$ cat config.mk
export PLATFORM = sky130hd
export DESIGN_NAME = rtc_supervisor
export DESIGN_NICKNAME = d
export VERILOG_FILES = /design/src/include/rtc_pkg.sv /design/src/rtc_supervisor.sv /design/src/osc_divider.sv /design/src/wdog_counter.sv
export SDC_FILE = /design/constraint.sdc
export NUM_CORES = 1
export LEC_CHECK = 0
export BUFFER_PORTS_ARGS = -buffer_cell sky130_fd_sc_hd__buf_2
export CORE_UTILIZATION = 50
export DETAILED_ROUTE_END_ITERATION = 7
export PLACE_DENSITY = 0.77
export RECOVER_POWER = 50
export SYNTH_ARGS = -nofsm -noshare
export SYNTH_HDL_FRONTEND = slang
export SYNTH_SLANG_ARGS = --single-unit
$ cat constraint.sdc
create_clock -name clk_i -period 3.3 [get_ports clk_i]
set_clock_uncertainty 0.05 [all_clocks]
set_input_delay 0.66 -clock clk_i [delete_from_list [all_inputs] [get_ports clk_i]]
set_output_delay 0.66 -clock clk_i [all_outputs]
set_load 0.02 [all_outputs]
$ cat src/include/rtc_pkg.sv
// Constants shared by the supervisor, its oscillator divider and its watchdog.
// Assumes a 50 MHz core clock and a 32.768 kHz crystal clock on a pin.
package rtc_pkg;

  // Register addresses on the byte-wide bus
  localparam logic [14:0] FLAGS_ADDR     = 15'h7ff0;
  localparam logic [14:0] ALARM_SEC_ADDR = 15'h7ff2;
  localparam logic [14:0] ALARM_MIN_ADDR = 15'h7ff3;
  localparam logic [14:0] ALARM_HR_ADDR  = 15'h7ff4;
  localparam logic [14:0] ALARM_DAY_ADDR = 15'h7ff5;
  localparam logic [14:0] INT_CFG_ADDR   = 15'h7ff6;
  localparam logic [14:0] WDOG_ADDR      = 15'h7ff7;
  localparam logic [14:0] CAL_ADDR       = 15'h7ff8;

  // flags_status fields
  localparam int FLG_WDF  = 7;
  localparam int FLG_AF   = 6;
  localparam int FLG_PF   = 5;
  localparam int FLG_OSC_FAIL_FLAG = 4;
  localparam int FLG_CAL  = 2;
  localparam int FLG_W    = 1;
  localparam int FLG_R    = 0;

  // interrupt_config fields
  localparam int INT_WIE = 7;
  localparam int INT_AIE = 6;
  localparam int INT_PFE = 5;
  localparam int INT_HL  = 3;
  localparam int INT_PL  = 2;
  localparam logic [7:0] INT_CFG_WMASK = 8'hec;

  // watchdog_control, oscillator_calibration and alarm fields
  localparam int WD_STROBE = 7;
  localparam int WD_LOCK   = 6;
  localparam int CAL_OFF   = 7;
  localparam int CAL_SIGN  = 5;
  localparam logic [7:0] CAL_WMASK = 8'hbf;
  localparam int ALARM_MASK = 7;

  // Reset values
  localparam logic [7:0] FLAGS_RESET = 8'h00;
  localparam logic [7:0] NV_RESET    = 8'h00;
  localparam logic [7:0] ALARM_RESET = 8'h00;
  localparam logic [5:0] WD_LOAD_RST = 6'h00;

  // Oscillator divider
  localparam logic [16:0] SEC_TERM      = 17'h07fff;
  localparam logic [16:0] CAL_SHORT     = 17'h00080;
  localparam logic [16:0] CAL_LONG      = 17'h00100;
  localparam logic [5:0]  SEC_LAST      = 6'h3b;
  localparam logic [5:0]  MIN_LAST      = 6'h3f;
  localparam logic [9:0]  WD_TICK_LAST  = 10'h3ff;
  localparam int          TEST_WAVE_BIT = 5;

  // Timing
  localparam longint CLK_HZ      = 50000000;
  localparam longint OSC_WAIT_MS = 5;
  localparam longint PULSE_MS    = 200;
  localparam int OSC_WAIT_CYC = int'((OSC_WAIT_MS * CLK_HZ) / 1000);
  localparam int PULSE_CYC    = int'((PULSE_MS * CLK_HZ) / 1000);

  typedef enum logic [0:0] {
    CHK_IDLE = 1'b0,
    CHK_WAIT = 1'b1
  } chk_state_t;

endpackage

$ cat src/rtc_supervisor.sv
// Real-time clock supervisor: register file, oscillator check, alarm,
// watchdog, power-fail flag and the interrupt pin driver.
// Assumes bus, supply and time inputs are synchronous to clk_i and that
// the time-of-day counters live outside and advance on sec_tick_o.
//
// Overview of operation
// - Oscillator runs while the disable bit is 0, stops when 1; ships cleared.
// - At power-on with oscillator enabled, no oscillation in 5 ms sets fail flag.
// - Setting the fail flag reloads time counters from the stored base time.
// - Alarm and flag control writes take effect only while write-enable is 1.
// - Five low calibration bits give magnitude; bit 5 set subtracts counts.
// - Over 64 minutes, first 2N minutes each alter one second by 256 or 128.
// - Calibration test bit toggles interrupt pin at raw 512 Hz.
// - Calibration and interrupt config are non-volatile, factory value 00h.
// - Alarm match against time sets alarm flag, interrupts if enabled.
// - Alarm register with MSB set is left out of the comparison.
// - Watchdog counts down on a 32 Hz crystal tick, idle when stopped.
// - Watchdog reaching zero sets timeout flag, interrupts if enabled.
// - Writing 1 to reload strobe reloads the watchdog counter.
// - Load value accepted only while load lock is 0; host toggles lock.
// - A zero load value disables the watchdog entirely.
// - Supply-fail indication sets supply-fail flag, interrupts if enabled.
// - Polarity 1 gives active-high push-pull; 0 gives active-low open-drain.
// - Pulse mode drives about 200 ms or until flags read; level until read.
// - Reading flags clears timeout, alarm and supply-fail flags.
// - Power-up clears flags except the oscillator-fail bit.
`timescale 1ns/1ns
`default_nettype none
module rtc_supervisor
  import rtc_pkg::*;
#(
  parameter int OSC_WAIT_CYCLES = OSC_WAIT_CYC,
  parameter int PULSE_CYCLES    = PULSE_CYC
) (
  // Clock and resets
  input  wire logic        clk_i,
  input  wire logic        reset_i,
  input  wire logic        factory_init_i,
  // Byte-wide parallel bus
  input  wire logic [14:0] addr_i,
  input  wire logic        ce_n_i,
  input  wire logic        we_n_i,
  input  wire logic        oe_n_i,
  input  wire logic [7:0]  dq_i,
  output logic [7:0]       dq_o,
  output logic             dq_oe_o,
  // Crystal and supply monitor
  input  wire logic        osc_clk_i,
  output logic             osc_run_o,
  input  wire logic        supply_ok_i,
  input  wire logic        supply_fail_i,
  // Running time from the time-of-day counters
  input  wire logic [7:0]  rtc_sec_i,
  input  wire logic [7:0]  rtc_min_i,
  input  wire logic [7:0]  rtc_hour_i,
  input  wire logic [7:0]  rtc_day_i,
  output logic             sec_tick_o,
  output logic             base_reload_o,
  // Interrupt pin
  output logic             int_o,
  output logic             int_oe_o
);

  logic [7:0]  flags_q, flags_d;
  logic [7:0]  int_cfg_q, int_cfg_d;
  logic [7:0]  cal_q, cal_d;
  logic [7:0]  alarm_q [4], alarm_d [4];
  logic        wd_lock_q, wd_lock_d;
  logic [5:0]  wd_load_q, wd_load_d;
  logic        wd_reload;
  logic [7:0]  rdata_q, rdata_d;
  logic        rd_q, wr_q, ok_q, fail_q, tick_q, reload_q;
  logic        rd_act, wr_act, rd_go, wr_go, flags_rd, in_map;
  chk_state_t  chk_q, chk_d;
  logic [23:0] chk_cnt_q, chk_cnt_d;
  logic        osc_fail_set;
  logic        int_act_q, int_act_d;
  logic [23:0] pcnt_q, pcnt_d;
  logic        osc_edge, sec_tick, wd_tick, test_wave, wd_expire;
  logic [5:0]  wd_count;
  logic [3:0]  lane_hit;
  logic        alarm_hit, pf_rise, irq_event, int_assert;
  logic [7:0]  now [4];

  assign rd_act   = ~ce_n_i & ~oe_n_i & we_n_i;
  assign wr_act   = ~ce_n_i & ~we_n_i;
  assign rd_go    = rd_act & ~rd_q;
  assign wr_go    = wr_act & ~wr_q;
  assign in_map   = addr_i >= FLAGS_ADDR && addr_i <= CAL_ADDR;
  assign flags_rd = rd_go & (addr_i == FLAGS_ADDR);
  assign pf_rise  = supply_fail_i & ~fail_q;
  assign now      = '{rtc_sec_i, rtc_min_i, rtc_hour_i, rtc_day_i};

  assign osc_run_o = ~cal_q[CAL_OFF];

  osc_divider u_div (
    .clk_i       (clk_i),
    .reset_i     (reset_i),
    .osc_clk_i   (osc_clk_i),
    .osc_en_i    (osc_run_o),
    .cal_mag_i   (cal_q[4:0]),
    .cal_pos_i   (cal_q[CAL_SIGN]),
    .osc_edge_o  (osc_edge),
    .sec_tick_o  (sec_tick),
    .wd_tick_o   (wd_tick),
    .test_wave_o (test_wave)
  );

  wdog_counter u_wd (
    .clk_i    (clk_i),
    .reset_i  (reset_i),
    .tick_i   (wd_tick),
    .reload_i (wd_reload),
    .load_i   (wd_load_q),
    .expire_o (wd_expire),
    .count_o  (wd_count)
  );

  genvar g;
  for (g = 0; g < 4; g++) begin : g_lane
    assign lane_hit[g] = alarm_q[g][ALARM_MASK] || alarm_q[g][6:0] == now[g][6:0];
  end
  assign alarm_hit = tick_q & (&lane_hit);
  assign sec_tick_o = sec_tick;

  // Register file and flags
  always_comb begin
    flags_d   = flags_q;
    int_cfg_d = int_cfg_q;
    cal_d     = cal_q;
    alarm_d   = alarm_q;
    wd_lock_d = wd_lock_q;
    wd_load_d = wd_load_q;
    wd_reload = 1'b0;
    rdata_d   = rdata_q;
    if (wr_go) begin
      case (addr_i)
        FLAGS_ADDR: begin
          flags_d[FLG_W] = dq_i[FLG_W];
          if (flags_q[FLG_W]) begin
            flags_d[FLG_CAL] = dq_i[FLG_CAL];
            flags_d[FLG_R]   = dq_i[FLG_R];
            if (!dq_i[FLG_OSC_FAIL_FLAG]) flags_d[FLG_OSC_FAIL_FLAG] = 1'b0;
          end
        end
        ALARM_SEC_ADDR: if (flags_q[FLG_W]) alarm_d[0] = dq_i;
        ALARM_MIN_ADDR: if (flags_q[FLG_W]) alarm_d[1] = dq_i;
        ALARM_HR_ADDR:  if (flags_q[FLG_W]) alarm_d[2] = dq_i;
        ALARM_DAY_ADDR: if (flags_q[FLG_W]) alarm_d[3] = dq_i;
        INT_CFG_ADDR:   int_cfg_d = dq_i & INT_CFG_WMASK;
        WDOG_ADDR: begin
          wd_lock_d = dq_i[WD_LOCK];
          if (!wd_lock_q) wd_load_d = dq_i[5:0];
          wd_reload = dq_i[WD_STROBE];
        end
        CAL_ADDR:       cal_d = dq_i & CAL_WMASK;
        default:        flags_d = flags_q;
      endcase
    end
    if (flags_rd) begin
      flags_d[FLG_WDF] = 1'b0;
      flags_d[FLG_AF]  = 1'b0;
      flags_d[FLG_PF]  = 1'b0;
    end
    if (wd_expire) flags_d[FLG_WDF] = 1'b1;
    if (alarm_hit) flags_d[FLG_AF] = 1'b1;
    if (pf_rise) flags_d[FLG_PF] = 1'b1;
    if (osc_fail_set) flags_d[FLG_OSC_FAIL_FLAG] = 1'b1;
    if (rd_go) begin
      case (addr_i)
        FLAGS_ADDR:     rdata_d = flags_q;
        ALARM_SEC_ADDR: rdata_d = alarm_q[0];
        ALARM_MIN_ADDR: rdata_d = alarm_q[1];
        ALARM_HR_ADDR:  rdata_d = alarm_q[2];
        ALARM_DAY_ADDR: rdata_d = alarm_q[3];
        INT_CFG_ADDR:   rdata_d = int_cfg_q;
        WDOG_ADDR:      rdata_d = {1'b0, wd_lock_q, wd_load_q};
        CAL_ADDR:       rdata_d = cal_q;
        default:        rdata_d = 8'h00;
      endcase
    end
  end

  always_ff @(posedge clk_i) begin
    if (reset_i) begin
      // power-up clears all but fail bit
      flags_q   <= FLAGS_RESET | (flags_q & (8'h01 << FLG_OSC_FAIL_FLAG));
      alarm_q   <= '{ALARM_RESET, ALARM_RESET, ALARM_RESET, ALARM_RESET};
      wd_lock_q <= 1'b1;
      wd_load_q <= WD_LOAD_RST;
      rdata_q   <= 8'h00;
      rd_q      <= 1'b0;
      wr_q      <= 1'b0;
      ok_q      <= 1'b0;
      fail_q    <= 1'b0;
      tick_q    <= 1'b0;
      reload_q  <= 1'b0;
    end else begin
      flags_q   <= flags_d;
      alarm_q   <= alarm_d;
      wd_lock_q <= wd_lock_d;
      wd_load_q <= wd_load_d;
      rdata_q   <= rdata_d;
      rd_q      <= rd_act;
      wr_q      <= wr_act;
      ok_q      <= supply_ok_i;
      fail_q    <= supply_fail_i;
      tick_q    <= sec_tick;
      reload_q  <= osc_fail_set;
    end
    if (factory_init_i) begin
      int_cfg_q <= NV_RESET;
      cal_q     <= NV_RESET;
      flags_q   <= FLAGS_RESET;
    end else if (!reset_i) begin
      int_cfg_q <= int_cfg_d;
      cal_q     <= cal_d;
    end
  end

  assign dq_o    = rdata_q;
  assign dq_oe_o = rd_act & rd_q & in_map;
  assign base_reload_o = reload_q;

  // Oscillator start check
  always_comb begin
    chk_d        = chk_q;
    chk_cnt_d    = chk_cnt_q;
    osc_fail_set = 1'b0;
    case (chk_q)
      CHK_IDLE: begin
        if (supply_ok_i && !ok_q && osc_run_o) begin
          chk_d     = CHK_WAIT;
          chk_cnt_d = 24'h000000;
        end
      end
      CHK_WAIT: begin
        if (osc_edge) begin
          chk_d = CHK_IDLE;
        end else if (chk_cnt_q == 24'(OSC_WAIT_CYCLES - 1)) begin
          osc_fail_set = 1'b1;
          chk_d        = CHK_IDLE;
        end else begin
          chk_cnt_d = chk_cnt_q + 24'h000001;
        end
      end
      default: chk_d = CHK_IDLE;
    endcase
  end

  always_ff @(posedge clk_i) begin
    if (reset_i) begin
      chk_q     <= CHK_IDLE;
      chk_cnt_q <= 24'h000000;
    end else begin
      chk_q     <= chk_d;
      chk_cnt_q <= chk_cnt_d;
    end
  end

  // Interrupt pin
  assign irq_event = (wd_expire & int_cfg_q[INT_WIE]) | (alarm_hit & int_cfg_q[INT_AIE])
                   | (pf_rise & int_cfg_q[INT_PFE]);

  always_comb begin
    int_act_d = int_act_q;
    pcnt_d    = pcnt_q;
    // pulse or level, read ends it
    if (irq_event) begin
      int_act_d = 1'b1;
      pcnt_d    = 24'(PULSE_CYCLES - 1);
    end else if (flags_rd) begin
      int_act_d = 1'b0;
    end else if (int_act_q && int_cfg_q[INT_PL]) begin
      if (pcnt_q == 24'h000000) int_act_d = 1'b0;
      else pcnt_d = pcnt_q - 24'h000001;
    end
  end

  always_ff @(posedge clk_i) begin
    if (reset_i) begin
      int_act_q <= 1'b0;
      pcnt_q    <= 24'h000000;
    end else begin
      int_act_q <= int_act_d;
      pcnt_q    <= pcnt_d;
    end
  end

  assign int_assert = flags_q[FLG_CAL] ? test_wave : int_act_q;
  assign int_o    = int_cfg_q[INT_HL] & int_assert;
  assign int_oe_o = int_cfg_q[INT_HL] | int_assert;
endmodule
`default_nettype wire

$ cat src/osc_divider.sv
// Crystal divider: synchronises the crystal clock, makes calibrated seconds,
// the 32 Hz watchdog tick and the uncalibrated 512 Hz test wave.
// Assumes osc_clk_i is a slow free-standing clock, sampled here by clk_i.
`timescale 1ns/1ns
`default_nettype none
module osc_divider
  import rtc_pkg::*;
(
  // Clock and reset
  input  wire logic       clk_i,
  input  wire logic       reset_i,
  // Crystal and calibration
  input  wire logic       osc_clk_i,
  input  wire logic       osc_en_i,
  input  wire logic [4:0] cal_mag_i,
  input  wire logic       cal_pos_i,
  // Ticks
  output logic            osc_edge_o,
  output logic            sec_tick_o,
  output logic            wd_tick_o,
  output logic            test_wave_o
);

  logic [2:0]  sync_q, sync_d;
  logic [16:0] sub_q, sub_d;
  logic [5:0]  sec_q, sec_d;
  logic [5:0]  min_q, min_d;
  logic [9:0]  raw_q, raw_d;
  logic        sec_tick_q, sec_tick_d;
  logic        wd_tick_q, wd_tick_d;
  logic        edge_now;
  logic [16:0] term;

  assign edge_now = osc_en_i & sync_q[1] & ~sync_q[2];

  always_comb begin
    sync_d     = {sync_q[1:0], osc_clk_i};
    sub_d      = sub_q;
    sec_d      = sec_q;
    min_d      = min_q;
    raw_d      = raw_q;
    sec_tick_d = 1'b0;
    wd_tick_d  = 1'b0;
    term       = SEC_TERM;
    if (sec_q == 6'h00 && min_q < {cal_mag_i, 1'b0}) begin
      term = cal_pos_i ? SEC_TERM - CAL_SHORT : SEC_TERM + CAL_LONG;
    end
    if (edge_now) begin
      raw_d     = raw_q + 10'h001;
      wd_tick_d = (raw_q == WD_TICK_LAST);
      if (sub_q >= term) begin
        sub_d      = 17'h00000;
        sec_tick_d = 1'b1;
        sec_d      = (sec_q == SEC_LAST) ? 6'h00 : sec_q + 6'h01;
        if (sec_q == SEC_LAST) begin
          min_d = (min_q == MIN_LAST) ? 6'h00 : min_q + 6'h01;
        end
      end else begin
        sub_d = sub_q + 17'h00001;
      end
    end
  end

  always_ff @(posedge clk_i) begin
    if (reset_i) begin
      sync_q     <= 3'h0;
      sub_q      <= 17'h00000;
      sec_q      <= 6'h00;
      min_q      <= 6'h00;
      raw_q      <= 10'h000;
      sec_tick_q <= 1'b0;
      wd_tick_q  <= 1'b0;
    end else begin
      sync_q     <= sync_d;
      sub_q      <= sub_d;
      sec_q      <= sec_d;
      min_q      <= min_d;
      raw_q      <= raw_d;
      sec_tick_q <= sec_tick_d;
      wd_tick_q  <= wd_tick_d;
    end
  end

  assign osc_edge_o  = edge_now;
  assign sec_tick_o  = sec_tick_q;
  assign wd_tick_o   = wd_tick_q;
  assign test_wave_o = raw_q[TEST_WAVE_BIT];

endmodule
`default_nettype wire

$ cat src/wdog_counter.sv
// Watchdog down-counter on the 32 Hz tick.
// Assumes tick_i is a one-cycle pulse that stops when the crystal stops.
`timescale 1ns/1ns
`default_nettype none
module wdog_counter
  import rtc_pkg::*;
(
  // Clock and reset
  input  wire logic       clk_i,
  input  wire logic       reset_i,
  // Control
  input  wire logic       tick_i,
  input  wire logic       reload_i,
  input  wire logic [5:0] load_i,
  // Status
  output logic            expire_o,
  output logic [5:0]      count_o
);

  logic [5:0] cnt_q, cnt_d;
  logic       exp_q, exp_d;

  always_comb begin
    cnt_d = cnt_q;
    exp_d = 1'b0;
    if (reload_i) begin
      cnt_d = load_i;
    end else if (tick_i && cnt_q != 6'h00 && load_i != 6'h00) begin
      cnt_d = cnt_q - 6'h01;
      exp_d = (cnt_q == 6'h01);
    end
  end

  always_ff @(posedge clk_i) begin
    if (reset_i) begin
      cnt_q <= WD_LOAD_RST;
      exp_q <= 1'b0;
    end else begin
      cnt_q <= cnt_d;
      exp_q <= exp_d;
    end
  end

  assign expire_o = exp_q;
  assign count_o  = cnt_q;

endmodule
`default_nettype wire

==> metrics.cfg <==
[critical_path]
crit_end=u_div.min_q[5]$_SDFFE_PP0P_
cp-startpoint=cal_q[4]$_SDFFE_PP0P_
worstRegToRegCells=14
crit_fanout=5
rr_endpoint=u_div.min_q[5]$_SDFFE_PP0P_
critical_path_class=flip-flop to flip-flop
end_kind=flip-flop
ff2ff_setup_slack_ns=0.08
regToRegStartpoint=cal_q[4]$_SDFFE_PP0P_
worstPathRequired_ns=3.61
cp-start-kind=flip-flop
arrival_ns=3.53

[logic_synthesis]
synth-main-ff-cell=dfxtp_1
ys_seq_elements=173
ys_seq_area_frac=0.409
syn_avg_cell_area_sq_um=8.78
syn_nets=1044
synth_warnings=0
synthDistinctLibCells=78
synthArstFlopShare=0
synth_edf_count=0
syn-cell-area_sq_um=8470
netlist_instances=965

[final_layout]
utilization=0.590
fin_nets=1119
nFillCells=1458
area_growth_pct=15.5
fin_cells=1273
drive_gt1_frac=0.174
antennaDiodeCount=0

[detailed_routing]
drc=0
antenna_left=0
via_count=7172
wl_um=20400
post_drt_wl_per_cell_um=16.0
viasPerCell=5.63
dr.pass1.iters=7
drt_iter0_drc=549

[global_routing]
grt_antenna_before_repair=0
globalRouteTotalUtil=0.238
grt_pass1_wl_um=33300
overflow=0
grt_pass1_vias=6732
grt_max_degree=72

[flow_run]
cap_viol_max_count=0

[sta]
finalHoldViolCount=0
setup_viol=0
post-route-period-util=0.976
max_freq_mhz=310
period_minus_slack_ns=3.22
setup_slack_ns=0.0782
worstMarginPinSlew_ns=0.826
slew_headroom=0.449
slew_violations=0
rsz0062_at_grt=true

[pwr]
p_per_area_nw_per_um2=430
p_leak_nw=3.58
peakVddDrop_mv=0.406

[placed_design]
pre_cts_slack_ns=-0.118
gp_congestion=0.908
io_buffers=73
dp_hpwl_um=14300
dp_cells=1237

[floorplan]
die-area_sq_um=17500
coreArea_sq_um=16600
die_h_um=132
start_util=0.511
ios=78
die_x_um=132
rows=47

[min_path]
hold_class=input port to flip-flop

[clock_network]
cts.hold.buffers_added=0
cts.path.max_buffers=2
insertion_delay_ns=0.44
root_buffer=clkbuf_16
cts_buffers=17
cts_tree=built
htree_levels=4
clkSlewWorstSetupHoldPaths_ns=0.07
cts_num_sinks=173

[run_status]
status=finished, final reports clean

area by class of cell:
cell class / count / area, sq um / area share
Sequential cell: 173 / 3460 / 0.354
Multi-Input combinational cell: 730 / 4840 / 0.495
Timing Repair Buffer: 98 / 568 / 0.0581
Clock inverter: 11 / 110 / 0.0113
Clock buffer: 21 / 450 / 0.0460
Inverter: 20 / 75.1 / 0.00767
Tap cell: 220 / 275 / 0.0281
registers in the layout, indices dropped and copies added, names as in the netlist, 3 cells and up:
signal        cells
cal_q             7
u_wd.count_o      6
int_cfg_q         5
alarm_q          32
u_div.sec_q       6
chk_cnt_q        24
u_div.min_q       6
pcnt_q           24
flags_q           7
u_div.sync_q      3
u_div.sub_q      17
u_div.raw_q      10
dq_o              8
wd_load_q         6
repair_timing:
action	CTS	global route
setup buffers	0	3
cloned	0	1
gates resized for setup	3	17
endpoints found under the setup margin	10	11
pin swaps	0	2
how the worst min path moves through the flow:
stage / slack (ns) / startpoint / end / cells past startpoint
finish: 0.38 / we_n_i / wr_q$_SDFF_PP0_ / 2
floorplan: 0.36 / u_div.sync_q[0]$_SDFF_PP0_ / u_div.sync_q[1]$_SDFF_PP0_ / 1
CTS: 0.36 / we_n_i / wr_q$_SDFF_PP0_ / 2
global placement: 0.38 / u_div.sync_q[0]$_SDFF_PP0_ / u_div.sync_q[1]$_SDFF_PP0_ / 1
global route: 0.39 / ce_n_i / wr_q$_SDFF_PP0_ / 2
detailed placement: 0.38 / u_div.sync_q[0]$_SDFF_PP0_ / u_div.sync_q[1]$_SDFF_PP0_ / 1
cell usage after synthesis (12+ instances only):
| cell type | instances | area share |
|---|---|---|
| xor2_1 | 46 | 0.048 |
| nor4_1 | 17 | 0.013 |
| a21oi_1 | 51 | 0.030 |
| nor2_1 | 161 | 0.071 |
| or3_1 | 13 | 0.0096 |
| nand2_1 | 58 | 0.026 |
| inv_1 | 20 | 0.0089 |
| nand4_1 | 17 | 0.013 |
| nor3_1 | 31 | 0.018 |
| clkbuf_1 | 27 | 0.012 |
| ha_1 | 15 | 0.022 |
| dfxtp_1 | 173 | 0.41 |
| mux2i_1 | 62 | 0.073 |
| nor2b_1 | 12 | 0.0089 |
| xnor2_1 | 50 | 0.052 |
| nand3_1 | 32 | 0.019 |
logic make-up (layout without fill, tap and decap cells):
group / after synthesis / count (layout) / share of synthesized area
AOI/OAI and AO/OA: 128 / 129 / 0.0978
xor gates and xnor gates: 96 / 96 / 0.0993
adders and majority gates: 15 / 15 / 0.0222
buffers and inverters: 63 / 150 / 0.0307
DFF: 173 / 173 / 0.409
muxes: 73 / 73 / 0.0879
and+or+nand+nor: 417 / 417 / 0.253
layout by cell type, fill, tap and decap left out, drive strengths merged, types with 4 or more instances in the layout:
cell type,n
nor4,20
xnor2,50
nand3,32
clkinv,5
clkbuf,21
ha,15
nand2b,9
o22ai,4
a22oi,9
o21ai,20
nor3,37
inv,23
or2,6
and4,4
mux2,11
mux2i,62
a31oi,6
xor2,46
or3,13
a21oi,53
nor4b,4
nor2b,12
dfxtp,173
nand2,60
or4,13
buf,98
and3,8
nand4,17
a211oi,10
nor2,163
stage by stage:
| stage | setup TNS (ns) | hold slack (ns) | cell area (sq um) | power [mW] |
|---|---|---|---|---|
| after floorplan | 0 | 0.364 | 8470 | 2.25 |
| after global placement | -0.0301 | 0.379 | 9110 | 2.32 |
| after detailed placement | -0.686 | 0.384 | 9110 | 2.33 |
| after CTS | 0 | 0.364 | 9680 | 4.23 |
| after global routing | -0.956 | 0.387 | 9780 | 4.33 |
| final | 0 | 0.379 | 9780 | 4.20 |
report_power, final:
group	leakage [nW]	total, mW	switching (mW)	internal (mW)
clock	0.270	1.92	0.852	1.07
sequential	1.40	2.10	0.00546	2.10
combinational	1.91	0.181	0.117	0.0647
total	3.58	4.20	0.974	3.23
worst max-delay path, stage by stage, from the launching register on:
cell	delay, ns
dfxtp_2	0.34
inv_2	0.04
ha_2	0.16
or4b_4	0.51
a21oi_2	0.12
o21ai_1	0.08
nor4b_2	0.25
ha_1	0.17
nand4_1	0.10
a211oi_2	0.22
o21ai_1	0.14
a21oi_4	0.23
o211ai_4	0.12
or4_1	0.48
a21oi_1	0.13
metal layers:
metal / track usage / share of wire / up-vias
met5: 0 / 0 / -
li1: - / - / 3559
met2: 0.368 / 0.45 / 186
met3: 0.0615 / 0.066 / 35
met4: 0.0937 / 0.024 / 0
met1: 0.318 / 0.46 / 3392
(Power assumes the default switching activity.)
